File: src/design/clk_ctrl_pkg.sv
// constants and helpers shared by the pll and pwm clock control block
package clk_ctrl_pkg;

  // apb address decode
  localparam int ADDR_W = 12;
  localparam logic [11:0] RUN_MODE_CLOCK_CONFIG_OFFSET = 12'h060;
  localparam logic [11:0] IRQ_STATUS_OFFSET = 12'h070;
  localparam logic [11:0] IRQ_MASK_OFFSET = 12'h074;
  localparam logic [11:0] CLOCK_STATE_OFFSET = 12'h078;
  localparam logic [31:0] UNMAPPED_READ = 32'h00000000;

  // field positions inside the run-mode clock configuration register
  localparam int PWM_DIV_MSB = 19;
  localparam int PWM_DIV_LSB = 17;
  localparam int RSVD_MSB = 16;
  localparam int RSVD_LSB = 14;
  localparam int PWR_DOWN_BIT = 13;
  localparam int OUT_EN_N_BIT = 12;
  localparam int BYPASS_BIT = 11;
  localparam int VERIFY_BIT = 10;
  localparam int OSC_MSB = 5;
  localparam int OSC_LSB = 4;

  // reset values of the implemented fields
  localparam logic [2:0] PWM_DIV_RESET = 3'h7;
  localparam logic [2:0] RSVD_RESET = 3'h0;
  localparam logic PWR_DOWN_RESET = 1'b1;
  localparam logic OUT_EN_N_RESET = 1'b1;
  localparam logic BYPASS_RESET = 1'b1;
  localparam logic VERIFY_RESET = 1'b0;
  localparam logic [1:0] OSC_RESET = 2'h0;

  // oscillator source codes
  localparam logic [1:0] OSC_MAIN = 2'h0;
  localparam logic [1:0] OSC_INTERNAL = 2'h1;
  localparam logic [1:0] OSC_INTERNAL_DIV4 = 2'h2;
  localparam logic [1:0] OSC_RESERVED = 2'h3;

  // interrupt status and mask layout
  localparam int IRQ_W = 2;
  localparam int IRQ_PLL_FAIL_BIT = 0;
  localparam int IRQ_PLL_RECOVER_BIT = 1;
  localparam logic [1:0] IRQ_RESET = 2'h0;

  // live clock state layout
  localparam int STATE_PLL_RUNNING = 0;
  localparam int STATE_VERIFY_ACTIVE = 1;
  localparam int STATE_PLL_FAILED = 2;
  localparam int STATE_ADC_USABLE = 3;

  // pwm divider counter: widest division is by 64
  localparam int PWM_CNT_W = 6;
  localparam logic [2:0] PWM_TAP_MAX = 3'h5;

  // verification timer timing
  localparam int SYS_CLK_MHZ = 200;
  localparam int VERIFY_WINDOW_NS = 1000;
  localparam int VERIFY_CYCLES = (VERIFY_WINDOW_NS * SYS_CLK_MHZ) / 1000;
  localparam int VERIFY_CNT_W = 12;

  // verification timer states
  typedef enum logic [2:0] {
    V_OFF = 3'b001,
    V_WATCH = 3'b010,
    V_FAILED = 3'b100
  } verify_state_t;

  // counter bit that carries a divide by 2^(tap+1); codes above 4 give /64
  function automatic logic [2:0] pwm_tap(input logic [2:0] sel);
    pwm_tap = (sel > PWM_TAP_MAX - 3'h1) ? PWM_TAP_MAX : sel;
  endfunction : pwm_tap

endpackage : clk_ctrl_pkg

File: src/design/pll_and_pwm_clock_control.sv
// pll controls, pwm predivider and pll verification timer behind apb
`timescale 1ns/1ps
module pll_and_pwm_clock_control
  import clk_ctrl_pkg::*;
#(
  parameter int VERIFY_LIMIT = VERIFY_CYCLES
) (
  input wire logic MCLK_IN,
  input wire logic RST_IN,
  input wire logic PSEL_IN,
  input wire logic PENABLE_IN,
  input wire logic PWRITE_IN,
  input wire logic [ADDR_W-1:0] PADDR_IN,
  input wire logic [31:0] PWDATA_IN,
  output logic [31:0] PRDATA_OUT,
  output logic PREADY_OUT,
  output logic PSLVERR_OUT,
  input wire logic PLL_ALIVE_IN,
  output logic PLL_POWER_DOWN_OUT,
  output logic PLL_OUTPUT_ENABLE_N_OUT,
  output logic BYPASS_OUT,
  output logic [1:0] OSC_SOURCE_SEL_OUT,
  output logic ADC_USABLE_OUT,
  output logic PWM_CLK_OUT,
  output logic IRQ_OUT
);

  ////////////////////////////////////////////////////////////////////////////
  // declarations

  // configuration fields
  logic [2:0] pwm_predivider_sel;
  logic [2:0] reserved_keep;
  logic pll_power_down;
  logic pll_output_enable_n;
  logic bypass;
  logic pll_verify_enable;
  logic [1:0] oscillator_source_sel;

  // interrupt state
  logic [IRQ_W-1:0] irq_status;
  logic [IRQ_W-1:0] irq_mask;
  logic [IRQ_W-1:0] irq_events;

  // bus decode
  logic setup_phase;
  logic access_phase;
  logic wr_access;
  logic hit_config;
  logic hit_status;
  logic hit_mask;
  logic hit_state;
  logic addr_mapped;

  // verification timer
  verify_state_t verify_state;
  verify_state_t next_verify_state;
  logic [VERIFY_CNT_W-1:0] verify_cnt;
  logic verify_expired;
  logic fail_pulse;
  logic recover_pulse;

  // pwm divider view
  logic [2:0] pwm_active_sel;
  logic pll_running;

  // read assembly
  logic [31:0] config_word;
  logic [31:0] state_word;
  logic [31:0] next_rdata;

  ////////////////////////////////////////////////////////////////////////////
  // apb decode

  // zero-wait slave: every access completes in its first access cycle
  assign setup_phase = PSEL_IN & ~PENABLE_IN;
  assign access_phase = PSEL_IN & PENABLE_IN;
  assign wr_access = access_phase & PWRITE_IN;

  // full-width compare so aliases of the registers do not exist
  assign hit_config = (PADDR_IN == RUN_MODE_CLOCK_CONFIG_OFFSET);
  assign hit_status = (PADDR_IN == IRQ_STATUS_OFFSET);
  assign hit_mask = (PADDR_IN == IRQ_MASK_OFFSET);
  assign hit_state = (PADDR_IN == CLOCK_STATE_OFFSET);
  assign addr_mapped = hit_config | hit_status | hit_mask | hit_state;

  // handshake outputs are combinational
  assign PREADY_OUT = access_phase;
  assign PSLVERR_OUT = access_phase & ~addr_mapped;

  ////////////////////////////////////////////////////////////////////////////
  // configuration register fields

  // pwm predivider field
  always_ff @(posedge MCLK_IN) begin
    if (RST_IN) begin
      pwm_predivider_sel <= PWM_DIV_RESET;
    end else if (wr_access && hit_config) begin
      pwm_predivider_sel <= PWDATA_IN[PWM_DIV_MSB:PWM_DIV_LSB];
    end
  end

  // reserved bits hold whatever was written; their value has no meaning,
  // but a read-modify-write by software gets back what it stored
  always_ff @(posedge MCLK_IN) begin
    if (RST_IN) begin
      reserved_keep <= RSVD_RESET;
    end else if (wr_access && hit_config) begin
      reserved_keep <= PWDATA_IN[RSVD_MSB:RSVD_LSB];
    end
  end

  // pll power-down bit, powered down out of reset
  always_ff @(posedge MCLK_IN) begin
    if (RST_IN) begin
      pll_power_down <= PWR_DOWN_RESET;
    end else if (wr_access && hit_config) begin
      pll_power_down <= PWDATA_IN[PWR_DOWN_BIT];
    end
  end

  // pll output driver enable, active low, disabled out of reset
  always_ff @(posedge MCLK_IN) begin
    if (RST_IN) begin
      pll_output_enable_n <= OUT_EN_N_RESET;
    end else if (wr_access && hit_config) begin
      pll_output_enable_n <= PWDATA_IN[OUT_EN_N_BIT];
    end
  end

  // bypass select, oscillator drives the system out of reset
  always_ff @(posedge MCLK_IN) begin
    if (RST_IN) begin
      bypass <= BYPASS_RESET;
    end else if (wr_access && hit_config) begin
      bypass <= PWDATA_IN[BYPASS_BIT];
    end
  end

  // verification enable
  always_ff @(posedge MCLK_IN) begin
    if (RST_IN) begin
      pll_verify_enable <= VERIFY_RESET;
    end else if (wr_access && hit_config) begin
      pll_verify_enable <= PWDATA_IN[VERIFY_BIT];
    end
  end

  // oscillator source; the reserved code is refused and the old source
  // kept, so the clock tree never sees an undefined mux select
  always_ff @(posedge MCLK_IN) begin
    if (RST_IN) begin
      oscillator_source_sel <= OSC_RESET;
    end else if (wr_access && hit_config &&
                 PWDATA_IN[OSC_MSB:OSC_LSB] != OSC_RESERVED) begin
      oscillator_source_sel <= PWDATA_IN[OSC_MSB:OSC_LSB];
    end
  end

  ////////////////////////////////////////////////////////////////////////////
  // outputs to the pll macro and clock tree

  // pll only runs with both power-down and output disable cleared; the
  // block just reports it, sequencing the two bits is up to software
  assign pll_running = ~pll_power_down & ~pll_output_enable_n;

  always_ff @(posedge MCLK_IN) begin
    if (RST_IN) begin
      PLL_POWER_DOWN_OUT <= PWR_DOWN_RESET;
      PLL_OUTPUT_ENABLE_N_OUT <= OUT_EN_N_RESET;
    end else begin
      PLL_POWER_DOWN_OUT <= pll_power_down;
      PLL_OUTPUT_ENABLE_N_OUT <= pll_output_enable_n;
    end
  end

  // clock source selects; the glitch-free switch lives in the clock tree
  always_ff @(posedge MCLK_IN) begin
    if (RST_IN) begin
      BYPASS_OUT <= BYPASS_RESET;
      OSC_SOURCE_SEL_OUT <= OSC_RESET;
    end else begin
      BYPASS_OUT <= bypass;
      OSC_SOURCE_SEL_OUT <= oscillator_source_sel;
    end
  end

  // converter needs the pll path; this only informs, it does not block
  always_ff @(posedge MCLK_IN) begin
    if (RST_IN) begin
      ADC_USABLE_OUT <= ~BYPASS_RESET;
    end else begin
      ADC_USABLE_OUT <= ~bypass;
    end
  end

  ////////////////////////////////////////////////////////////////////////////
  // pwm timing clock

  pwm_clock_divider #(
    .CNT_W(PWM_CNT_W)
  ) u_pwm_div (
    .clk_in(MCLK_IN),
    .rst_in(RST_IN),
    .sel_in(pwm_predivider_sel),
    .pwm_clk_out(PWM_CLK_OUT),
    .active_sel_out(pwm_active_sel)
  );

  ////////////////////////////////////////////////////////////////////////////
  // pll verification timer

  // the pll macro pulses PLL_ALIVE_IN while it oscillates; a silence
  // that reaches the limit counts as a failed pll
  assign verify_expired =
    (verify_cnt >= VERIFY_CNT_W'(VERIFY_LIMIT - 1)) & ~PLL_ALIVE_IN;

  // state transitions
  always_comb begin
    next_verify_state = verify_state;
    case (verify_state)
      V_OFF: begin
        if (pll_verify_enable) begin
          next_verify_state = V_WATCH;
        end
      end
      V_WATCH: begin
        if (!pll_verify_enable) begin
          next_verify_state = V_OFF;
        end else if (verify_expired) begin
          next_verify_state = V_FAILED;
        end
      end
      V_FAILED: begin
        if (!pll_verify_enable) begin
          next_verify_state = V_OFF;
        end else if (PLL_ALIVE_IN) begin
          next_verify_state = V_WATCH;
        end
      end
      default: begin
        next_verify_state = V_OFF;
      end
    endcase
  end

  always_ff @(posedge MCLK_IN) begin
    if (RST_IN) begin
      verify_state <= V_OFF;
    end else begin
      verify_state <= next_verify_state;
    end
  end

  // silence counter, held at zero whenever the timer is not watching
  always_ff @(posedge MCLK_IN) begin
    if (RST_IN) begin
      verify_cnt <= '0;
    end else if (verify_state != V_WATCH || !pll_verify_enable ||
                 PLL_ALIVE_IN) begin
      verify_cnt <= '0;
    end else if (!verify_expired) begin
      verify_cnt <= verify_cnt + VERIFY_CNT_W'(1);
    end
  end

  // one event per failure and per recovery
  assign fail_pulse = (verify_state == V_WATCH) & pll_verify_enable &
                      verify_expired;
  assign recover_pulse = (verify_state == V_FAILED) & pll_verify_enable &
                         PLL_ALIVE_IN;

  ////////////////////////////////////////////////////////////////////////////
  // interrupt status and mask

  always_comb begin
    irq_events = '0;
    irq_events[IRQ_PLL_FAIL_BIT] = fail_pulse;
    irq_events[IRQ_PLL_RECOVER_BIT] = recover_pulse;
  end

  // write one to clear; a new event in the same cycle wins over the clear
  always_ff @(posedge MCLK_IN) begin
    if (RST_IN) begin
      irq_status <= IRQ_RESET;
    end else if (wr_access && hit_status) begin
      irq_status <= (irq_status & ~PWDATA_IN[IRQ_W-1:0]) | irq_events;
    end else begin
      irq_status <= irq_status | irq_events;
    end
  end

  always_ff @(posedge MCLK_IN) begin
    if (RST_IN) begin
      irq_mask <= IRQ_RESET;
    end else if (wr_access && hit_mask) begin
      irq_mask <= PWDATA_IN[IRQ_W-1:0];
    end
  end

  // level interrupt, no pulse stretching needed since status is sticky
  assign IRQ_OUT = |(irq_status & irq_mask);

  ////////////////////////////////////////////////////////////////////////////
  // read path

  always_comb begin
    config_word = '0;
    config_word[PWM_DIV_MSB:PWM_DIV_LSB] = pwm_predivider_sel;
    config_word[RSVD_MSB:RSVD_LSB] = reserved_keep;
    config_word[PWR_DOWN_BIT] = pll_power_down;
    config_word[OUT_EN_N_BIT] = pll_output_enable_n;
    config_word[BYPASS_BIT] = bypass;
    config_word[VERIFY_BIT] = pll_verify_enable;
    config_word[OSC_MSB:OSC_LSB] = oscillator_source_sel;
  end

  // live state word; the active pwm divisor lags a write until the wrap
  always_comb begin
    state_word = '0;
    state_word[STATE_PLL_RUNNING] = pll_running;
    state_word[STATE_VERIFY_ACTIVE] = (verify_state == V_WATCH);
    state_word[STATE_PLL_FAILED] = (verify_state == V_FAILED);
    state_word[STATE_ADC_USABLE] = ~bypass;
    state_word[PWM_DIV_MSB:PWM_DIV_LSB] = pwm_active_sel;
  end

  always_comb begin
    if (hit_config) begin
      next_rdata = config_word;
    end else if (hit_status) begin
      next_rdata = {{(32-IRQ_W){1'b0}}, irq_status};
    end else if (hit_mask) begin
      next_rdata = {{(32-IRQ_W){1'b0}}, irq_mask};
    end else if (hit_state) begin
      next_rdata = state_word;
    end else begin
      next_rdata = UNMAPPED_READ;
    end
  end

  // read data is captured in the setup cycle and stands through access
  always_ff @(posedge MCLK_IN) begin
    if (RST_IN) begin
      PRDATA_OUT <= '0;
    end else if (setup_phase && !PWRITE_IN) begin
      PRDATA_OUT <= next_rdata;
    end
  end

endmodule : pll_and_pwm_clock_control

File: src/design/pwm_clock_divider.sv
// glitch-free power-of-two divider for the pwm timing clock
`timescale 1ns/1ps
module pwm_clock_divider
  import clk_ctrl_pkg::*;
#(
  parameter int CNT_W = PWM_CNT_W
) (
  input wire logic clk_in,
  input wire logic rst_in,
  input wire logic [2:0] sel_in,
  output logic pwm_clk_out,
  output logic [2:0] active_sel_out
);

  logic [CNT_W-1:0] cnt;
  logic [CNT_W-1:0] next_cnt;
  logic at_wrap;

  // free-running count, so every divided edge sits on a system edge
  assign next_cnt = cnt + {{(CNT_W-1){1'b0}}, 1'b1};
  assign at_wrap = &cnt;

  always_ff @(posedge clk_in) begin
    if (rst_in) begin
      cnt <= '0;
    end else begin
      cnt <= next_cnt;
    end
  end

  // a new divisor is only taken at the full wrap, where all taps are low,
  // so the switch can never cut a high or low phase short
  always_ff @(posedge clk_in) begin
    if (rst_in) begin
      active_sel_out <= PWM_DIV_RESET;
    end else if (at_wrap) begin
      active_sel_out <= sel_in;
    end
  end

  // registered tap: rising edges coincide with system rising edges
  always_ff @(posedge clk_in) begin
    if (rst_in) begin
      pwm_clk_out <= 1'b0;
    end else begin
      pwm_clk_out <= next_cnt[pwm_tap(active_sel_out)];
    end
  end

endmodule : pwm_clock_divider

File: config.mk
export PLATFORM = sky130hd
export DESIGN_NAME = pll_and_pwm_clock_control
export DESIGN_NICKNAME = d
export VERILOG_FILES = /design/src/design/clk_ctrl_pkg.sv /design/src/design/pll_and_pwm_clock_control.sv /design/src/design/pwm_clock_divider.sv
export SDC_FILE = /design/constraint.sdc
export NUM_CORES = 1
export LEC_CHECK = 0
export BUFFER_PORTS_ARGS = -buffer_cell sky130_fd_sc_hd__buf_2
export CORE_MARGIN = 5
export CORE_UTILIZATION = 32
export DETAILED_ROUTE_END_ITERATION = 6
export HOLD_SLACK_MARGIN = 0.15
export PLACE_DENSITY = 0.57
export SLEW_MARGIN = 20
export SYNTH_ARGS = -nofsm -noshare
export SYNTH_HDL_FRONTEND = slang
export SYNTH_SLANG_ARGS = --single-unit
File: constraint.sdc
create_clock -name MCLK_IN -period 1.4 [get_ports MCLK_IN]
set_input_delay 0.14 -clock MCLK_IN [delete_from_list [all_inputs] [get_ports MCLK_IN]]
set_output_delay 0.14 -clock MCLK_IN [all_outputs]
set_load 0.01 [all_outputs]
# After elaboration in Yosys (flattened, before gate mapping)
# Cells that the tools add are included.
[classes]
addsub = 2
order_cmp = 3
eq_ne = 12
mux = 14
bitwise = 24
n_reduce_logical = 13
[ops]
columns = ["operator", "n"]
rows = [
  ["two-way mux 20 bit", 4],
  ["equality test 12 x 7 -> 1 bit, second input constant", 4],
  ["two-way mux 3 bit", 6],
  ["adder 12 x 1 -> 12 bit, second input constant", 1],
  [">= comparator 12 x 8 -> 1 bit, second input constant", 1],
  ["bitwise AND 1 bit", 10],
  ["case mux 3 bit (3 select lines)", 1],
  ["adder 6 x 1 -> 6 bit, second input constant", 1],
  ["inequality test 3 bit, second input constant", 2],
  ["inverter 1 bit", 6],
  ["AND reduction 6 bit", 1],
  ["logical AND 1 bit", 5],
  ["bitwise AND 2 bit", 2],
  ["less-than comparator 3 x 4 -> 1 bit, second input constant", 1],
  ["inequality test 2 bit, second input constant", 2],
  ["OR 2 bit", 2],
  ["OR reduction 2 bit", 2],
  ["binary-select mux 1 bit (select 3 bit)", 1],
  ["equality test 3 x 1 -> 1 bit, second input constant", 1],
  ["equality test 3 x 2 -> 1 bit, second input constant", 1],
  ["equality test 3 bit, second input constant", 1],
  ["greater-than comparator 3 bit, second input constant", 1],
  ["inequality test 3 x 2 -> 1 bit, second input constant", 1],
  ["OR 1 bit", 3],
  ["6 further kinds", 8],
]
[totals]
reg_bits = 79
inputBits = 50
out_inout_bits = 42

# Logic depth before layout (Yosys ltp)
# Gate-level depths: netlist of run 1.
[depth]
ltp_word = 6
ltp_mapped = 6
depth_no_buf = 5

# Cells and area by module
# A second synthesis of run 1 with hierarchy kept.
[unflattened]
hier_cells = 339
hier_area_um2 = 2896.5
[modules_own_cells]
columns = ["mod", "instances", "cells_each", "area_per_inst_um2", "seq_area_each_um2"]
rows = [
  ["pll_and_pwm_clock_control", 1, 285, 2413.6, 1061.0],
  ["pwm_clock_divider", 1, 54, 483.0, 200.2],
]

# Worst setup path after synthesis of run 1
# Ideal clock, no wire load.
[synth_path]
path_kind = "register -> register"
start = "register verify_cnt[11]"
end = "register verify_cnt[6]"
setup_time_ns = 0.070
t_arrival_ns = 1.468
t_required_ns = 1.330
slack_ns = -0.138
path_stages_with_launch = 4
n_path_buf = 0
cell_sequence = "dfxtp_1 or4_4 or4_1 a21oi_1"
[synth_between]
elab_chain_cells = 2
[synth_lines]
columns = ["item", "line_no", "source"]
rows = [
  ["from (decl)", "pll_and_pwm_clock_control.sv:58", "logic [VERIFY_CNT_W-1:0] verify_cnt;"],
  ["from (signal assigned)", "pll_and_pwm_clock_control.sv:263", "verify_cnt <= verify_cnt + VERIFY_CNT_W'(1);"],
  [">= comparator 12 x 8 -> 1 bit", "pll_and_pwm_clock_control.sv:216", "(verify_cnt >= VERIFY_CNT_W'(VERIFY_LIMIT - 1)) & ~PLL_ALIVE_IN;"],
  ["bitwise AND 1 bit", "pll_and_pwm_clock_control.sv:216", ""],
]
# No other way between the ends.
# A chain may end at the register's enable or synchronous reset.

# Worst setup path in the final report of run 1
[layout_path]
start = "register verify_cnt[10]"
end = "register verify_cnt[6]"
# The elaborated chain is that of the path after synthesis.

==> results of run 1 <==
path summary, 6_finish.rpt:
path / to / slack, ps / from
worst min register to register: PRDATA_OUT[2]$_SDFFE_PP0P_ / 450 / PRDATA_OUT[2]$_SDFFE_PP0P_
worst max register to register: verify_cnt[6]$_SDFFE_PP0N_ / -130 / verify_cnt[10]$_SDFFE_PP0N_
worst min-delay path: irq_mask[1]$_SDFFE_PP0P_ / 280 / PADDR_IN[2]
worst max-delay path: verify_cnt[6]$_SDFFE_PP0N_ / -130 / verify_cnt[10]$_SDFFE_PP0N_
where the power goes:
| group | switching, mW | internal, mW |
|---|---|---|
| Clock | 0.756 | 0.824 |
| Sequential | 0.00687 | 1.80 |
| Combinational | 0.147 | 0.123 |
flip-flops by register name (all words and copies together) (netlist names):
register	cells
ADC_USABLE_OUT	1
BYPASS_OUT	1
OSC_SOURCE_SEL_OUT	2
PLL_OUTPUT_ENABLE_N_OUT	1
PLL_POWER_DOWN_OUT	1
PRDATA_OUT	16
bypass	1
irq_mask	2
irq_status	2
oscillator_source_sel	2
pll_output_enable_n	1
pll_power_down	1
pll_verify_enable	1
pwm_predivider_sel	3
reserved_keep	3
u_pwm_div.active_sel_out	3
u_pwm_div.cnt	6
u_pwm_div.pwm_clk_out	1
verify_cnt	12
verify_state	3
repair_timing:
action,4_1_cts,5_1_grt
setup endpoints to repair,17,17
resized for setup,8,19
setup buffers,1,1
hold buffers,15,0
pin swaps,4,9
hold endpoints to repair,16,0
cell type report:
| type | count | share of cell area [%] |
|---|---|---|
| Clock buffer | 9 | 3.15 |
| Clock inverter | 7 | 1.84 |
| Inverter | 10 | 0.954 |
| Multi-Input combinational cell | 222 | 39.2 |
| Sequential cell | 63 | 32.4 |
| Tap cell | 108 | 3.43 |
| Timing Repair Buffer | 113 | 19.1 |
kinds of logic (layout without fill, tap and decap cells):
| logic type | Yosys count | in the layout |
|---|---|---|
| flip-flops | 63 | 63 |
| XOR/XNOR | 5 | 5 |
| other | 1 | 16 |
| adder cells (fa/ha/maj) | 2 | 2 |
| AND/OR/NAND/NOR | 124 | 124 |
| buffers and inverters | 40 | 139 |
| multiplexers | 8 | 8 |
| AO/OA/AOI/OAI | 67 | 67 |
through the flow:
step | std cells | hold slack (ps)
floorplan | 325 | 219
global placement | 500 | 407
detailed placement | 500 | 412
CTS | 532 | 253
global route | 532 | 294
finish | 532 | 283
layer usage:
| metal | part of all wire, % | wire length, um |
|---|---|---|
| met1 | 44 | 3330 |
| met2 | 50 | 3740 |
| met3 | 4.2 | 314 |
| met4 | 1.9 | 142 |
| met5 | 0 | 0 |
cells in the final DEF, fill, tap and decap left out, types with 6 or more instances in the layout:
cell type / count
nor2b_1: 6
nand3_1: 12
and2_1: 6
nand2_1: 28
a21oi_1: 18
a22o_1: 9
dfxtp_1: 57
mux2i_1: 6
inv_1: 10
buf_4: 39
clkbuf_8: 9
dlygate4sd3_1: 15
o21ai_0: 13
nand4_1: 11
buf_2: 57
conb_1: 16
nor2_1: 19
critical path: stages (launching register included):
cell	delay (ps)
dfxtp_4	350
or4_4	560
or4_1	430
a21oi_2	120
==> impl_summary.md, run 1 <==
Run status
The flow ran to the end, but the final reports show violations. The final reports fail on negative setup slack.

Yosys
The post-synth design cell area is 2850 um^2. After Yosys synthesis, and, or, nand and nor cells account for 25.9% of the synthesized area. Summed over its instances, the top area cell type makes up 44.3% of the synthesized netlist area. The dominant register cell in the synthesized netlist is dfxtp_1. After Yosys synthesis, full adders, half adders and majority gates account for 0.879% of the synthesized area. The number of enable-type register cells in the synthesized netlist is 0. Summed over all instances, the cell type with the most area after synthesis is dfxtp_1.

The per-instance average area after synthesis is 9.18 um^2. The yosys synthesis warning count is 0. The post-synthesis cell type count is 63. The post-synthesis xor/xnor area fraction is 1.54%. After synthesis, the cell types taking the most area are dfxtp_1, buf_4, nand2_1, a21oi_1, a22o_1. The multiplexer share of the synthesized area is 3.30%. For this run, asynchronously set or reset flops after synthesis account for 0%. Yosys instantiated no cell more often than dfxtp_1.

The number of synthesized register bits is 63. The cell count after synthesis is 310. The synthesized netlist devotes 16.2% of its cell area to compound gates. After synthesis, the most frequently instantiated cells are dfxtp_1, nand2_1, a21oi_1, nor2_1, buf_4. After synthesis, the largest family of logic cells by area is simple AND/OR/NAND/NOR gates. The share of the Yosys chip area taken by registers is 44.3%.

Detailed routing
In the final routed layout, each cell accounts on average for 14.1 um. The first detailed-routing pass ran for 4 iterations. The sum of routed wire length over all layers is 7530 um. Once detail routing completed, the nets flagged for antenna violations numbered 0. The routed layout has 2589 vias. For this run, design rule violations remaining after detail routing come to 0. The violation count after the first detailed-route iteration is 111. The detail-routed via count per cell is 4.87.

Floorplanning
The die covers 10900 um^2. For this design the top-level I/O count stands at 92. The floorplan has 34 rows. In this run the vertical extent of the chip is 104 um. The initial utilization of the core area, before any placement, comes to 32.8%. The core footprint is 8680 um^2. The horizontal die dimension is 104 um.

Power and ir drop
The highest ir drop seen on vdd is 0.593 mV. The total power per unit cell area is 928 nW/um^2. The total power of the final layout is 3.65 mW. The leakage power total is 1.61 nW.

Place
After legalization and detailed placement, the total HPWL measured 5420 um. Before CTS, the worst setup slack after placement is -148 ps. The count of port buffers added during placement is 57. The total placed instance area is 3450 um^2. The weighted congestion at the end of routability-driven global placement is 0.758.

Clock network
Clock-pin slew was measured on the worst setup and hold paths at 70 ps. The number of buffers created by CTS is 9. The H-tree level count is 3.

The number of sinks on the clock net is 63. The insertion delay of the later-clocked pin in the worst-skew pair is 340 ps. The CTS tree is yes.

The buffer cell driving the clock tree root is clkbuf_8. The deepest clock path buffer count is 2.

Hold path
The number of cells on the worst hold path is 4. The class of the tightest hold or removal check is in2reg.

STA
The final sum of negative setup slack is -255 ps. The number of max-slew violations in the final report is 0. Once routing completed, OpenROAD measured the worst setup slack at -127 ps.

The worst path uses 109% of the clock period. The worst clock skew is 5.21 ps. The count of final hold-check violations came to 0.

The final critical delay including setup and external delays is 1530 ps. The count of final setup violators is 5. Timing would allow up to 0.655 GHz. Setup repair after global routing could not meet its margin everywhere.

Finish
The multi-input combinational cell area is 1540 um^2. From synthesis to final layout, the design area changed by 38.2%. The final standard cell utilization of the core is 45.3%.

The finished cells cover 3940 um^2. The number of fill cells is 887. The total area of sequential cells is 1270 um^2.

The net count of the finished layout is 471. The count of antenna diodes in the layout is 0. Cells with a size suffix above 1 make up 35.1% of the layout.

Worst setup path
The endpoint class of the critical path is a flip-flop. At the worst endpoint, the required time is 1670 ps. At the worst endpoint, the arrival time is 1800 ps. For the worst flop-to-flop path, the logic depth is 3. By startpoint and endpoint, the worst setup path is classified as reg2reg. The largest fanout on the critical path is 3.

STA classifies the critical path startpoint as a flip-flop.

Global route
The met3 usage is 3.54%. The number of antenna violations at the first check in global routing came to 0. Entering global routing, the biggest net connects 27 pins.

met2 is the most crowded layer. The final global-route overflow total is 0. The global-route met2 utilization is 24.3%.

The wire length of the first global-routing pass is 12600 um. The met1 track demand over resource is 16.7%. Global routing consumed, over all layers together, 13.9% of the routing resources. The number of global-route vias before repair is 2690.

Run
The number of violations of the max-capacitance limit is 0.
Power figures use the tool's default switching activity.
==> run 2, diff against run 1 <==
--- a/config.mk
+++ b/config.mk
@@ -10,7 +10,6 @@
 export CORE_UTILIZATION = 32
 export DETAILED_ROUTE_END_ITERATION = 6
 export HOLD_SLACK_MARGIN = 0.15
-export PLACE_DENSITY = 0.57
 export SLEW_MARGIN = 20
 export SYNTH_ARGS = -nofsm -noshare
 export SYNTH_HDL_FRONTEND = slang
==> run 2 against run 1 <==
The flow still finishes with violations (negative setup slack). Global-route usage down 0.46 points. Cell area shrank 1.2%. Via count up 0.31%. Total power is 0.34% lower. Largest power group unchanged.
==> impl_summary.md, run 2 (same netlist as run 1, synthesis figures left out) <==
Power and ir drop
The total power per unit cell area is 936 nW/um^2 (+0.85%). The share of power burned in registers is 49.5% (+0.2 points). The part of the total power dissipated in combinational logic is 7.0% (-0.4 points). The part of the power in the clock network was 43.4% (about the same). The highest ir drop seen on vdd was 0.614 mV (+3.5%). The leakage power total came to 1.58 nW (-1.5%).

The switching component of the power is 0.901 mW (-1.0%). The switching share of total power is 24.7% (-0.17 points). The cell-internal power was 2.74 mW (-0.12%).

STA
The worst clock skew is 4.59 ps (-0.623 ps). The final worst slack came to -93.9 ps (+32.6 ps). The final critical delay including setup and external delays is 1490 ps (-32.6 ps). Setup repair after global routing could not meet its margin everywhere. The part of the cycle the worst path needs was 107% (-2.3 points). The highest clock rate was 0.669 GHz (+2.2%).

The number of max-slew violations in the final report came to 0 (unchanged). The count of final hold-check violations is 0 (unchanged). The count of final setup violators is 4 (-1).

Worst setup path
The depth of the most critical reg-to-reg path is 3 (unchanged). The destination of the worst register-to-register timing path is verify_cnt[6]$_SDFFE_PP0N_. The critical path's largest stage delay is 560 ps (about the same). On the critical path, the stage with the largest delay is an instance of or4_4. STA classifies the critical path startpoint as a flip-flop.

The data arrival time at the worst-slack endpoint came to 1770 ps (-30 ps). The worst setup path is captured at a flip-flop. The worst flop-to-flop path startpoint is verify_cnt[11]$_SDFFE_PP0N_. The critical path goes through or4_4 -> or4_1 -> a21oi_1. The required time of the critical path came to 1680 ps (about the same). The setup path with the least slack is of type reg2reg. The reg2reg setup slack is -90 ps (+30 ps). The largest fanout on the critical path came to 3 (unchanged).

Finish
The fraction of layout cells with a size suffix above 1 is 34.8% (-0.30 points). In the layout the commonest cells are dfxtp_1, buf_2, buf_4. The total number of nets in the final design is 466 (-1.1%). The largest registers in the layout are PRDATA_OUT x16, verify_cnt x12, u_pwm_div.cnt x6. The flip-flop count of the largest register after layout is 16 (unchanged). The count of antenna diodes in the layout was 0 (unchanged). The number of fill cells is 863 (-2.7%). From synthesis to final layout, the design area changed by 36.6%. The final cell count without fillers is 527 (-0.94%). The most flop-heavy register is PRDATA_OUT.

Floorplanning
The boundary pin count came to 92 (unchanged). The core footprint is 8680 um^2 (unchanged). The number of cell rows is 34 (unchanged).

The starting density of the core is 32.8% (unchanged). The overall die height came to 104 um (unchanged). The area enclosed by the die boundary is 10900 um^2 (unchanged). The horizontal die dimension is 104 um (unchanged).

Global route
The final global-route overflow total is 0 (unchanged). The global-route usage over all layers is 13.5% (-0.46 points). The wire length of the first global-routing pass is 12300 um (-2.9%). The number of antenna violations at the first check in global routing came to 0 (unchanged). The number of global-route vias before repair is 2674 (-0.59%). The maximum number of pins on one net before global-route repair is 23 (-15%).

Hold path
The critical hold path startpoint is RST_IN. The number of cells on the worst hold path is 3 (-1). The endpoint of the worst hold-timing path is PRDATA_OUT[18]$_SDFFE_PP0P_. The class of the tightest hold or removal check is in2reg.

Detailed routing
The detail-routed via count per cell is 4.93 (+1.3%). The DRC violations left was 0 (unchanged). The number of nets still failing antenna checks after routing is 0 (unchanged). The total vias in the final route is 2597 (+0.31%).

The post-detailed-route wirelength per cell came to 13.6 um (-3.7%). The violation count after the first detailed-route iteration came to 89 (-20%). The sum of routed wire length over all layers is 7180 um (-4.6%). The number of iterations in the first detailed-routing pass is 4 (unchanged).

Clock network
The buffer cell driving the clock tree root is clkbuf_8. The clock slew at the register clock pins of the worst setup and hold paths is 70 ps (about the same). TritonCTS built the clock tree.

The insertion delay of the later-clocked pin in the worst-skew pair is 340 ps (about the same). The number of sinks on the clock net is 63 (unchanged). The deepest clock path buffer count is 2 (unchanged). The number of buffers created by CTS came to 9 (unchanged).

The H-tree level count came to 3 (unchanged).

Place
The count of port buffers added during placement is 57 (unchanged). The number of cells after detailed placement came to 495 (-1.0%). The weighted congestion at the end of routability-driven global placement is 0.810 (+6.9%). The worst setup timing slack at the placement stage is -144 ps (+3.64 ps). The half-perimeter wire length after detailed placement is 5330 um (-1.6%).

Run
The number of violations of the max-capacitance limit is 0 (unchanged).

Run status
The flow ran to the end, but the final reports show violations. The checks that failed: negative setup slack.
[run 2: layout make-up]
cell class,instances,area [um^2],area share [%]
multi-input cells,222,1530,39.4
flip-flops and latches,63,1270,32.6
repair buffers,108,718,18.5
well taps,108,135,3.47
clock buffers,9,124,3.19
clock inverters,7,72.6,1.87
inverters,10,37.5,0.965
[run 2: metrics by stage]
stage | area, um^2 | utilization [%] | setup TNS (ps) | hold WS [ps] | power [mW]
after floorplan | 2920 | - | -112 | 219 | 1.99
after global placement | 3430 | 39.5 | -1440 | 406 | 2.06
after detailed placement | 3430 | 39.5 | -1660 | 411 | 2.06
after CTS | 3840 | 44.2 | -259 | 219 | 3.66
after global routing | 3890 | 44.8 | -748 | 245 | 3.79
final | 3890 | 44.8 | -208 | 221 | 3.64
[run 2: worst max-delay path by stage]
stage	end	start	cells after the start	slack, ps
final	verify_cnt[6]$_SDFFE_PP0N_	verify_cnt[11]$_SDFFE_PP0N_	3	-90
after global routing	verify_cnt[3]$_SDFFE_PP0N_	verify_cnt[3]$_SDFFE_PP0N_	4	-130
after CTS	verify_cnt[6]$_SDFFE_PP0N_	verify_cnt[11]$_SDFFE_PP0N_	3	-100
after detailed placement	verify_cnt[3]$_SDFFE_PP0N_	verify_cnt[11]$_SDFFE_PP0N_	4	-140
after global placement	reserved_keep[2]$_SDFFE_PP0P_	PADDR_IN[10]	6	-110
after floorplan	verify_cnt[3]$_SDFFE_PP0N_	verify_cnt[11]$_SDFFE_PP0N_	4	-40
[run 2: timing repair]
action | 4_1_cts | 5_1_grt
hold endpoints to repair | 17 | 0
pin swaps | 8 | 4
endpoints found under the setup margin | 9 | 17
hold buffers | 15 | 0
setup buffers | 2 | 0
resized for setup | 8 | 16
[run 2: worst max-delay path: cells and delay by family (launching register included)]
kind            cells  cell delay [ps]
compound gates      1              120
flops               1              340
simple gates        2              970
[run 2: per-layer routing]
metal	vias up	part of all wire (%)	wire length (um)	track usage (%)
li1	1295	-	-	-
met1	1229	44	3140	15.7
met2	62	50	3600	23.3
met3	11	4.6	327	4.22
met4	0	1.6	114	4.35
met5	-	0	0	0
[run 2: power by group through the flow]
stage | clock network (mW) | logic, mW | registers [mW]
after floorplan | 0 | 0.148 | 1.84
after global placement | 0 | 0.215 | 1.84
after detailed placement | 0 | 0.219 | 1.84
after CTS | 1.61 | 0.253 | 1.80
after global routing | 1.70 | 0.283 | 1.80
final | 1.58 | 0.256 | 1.80
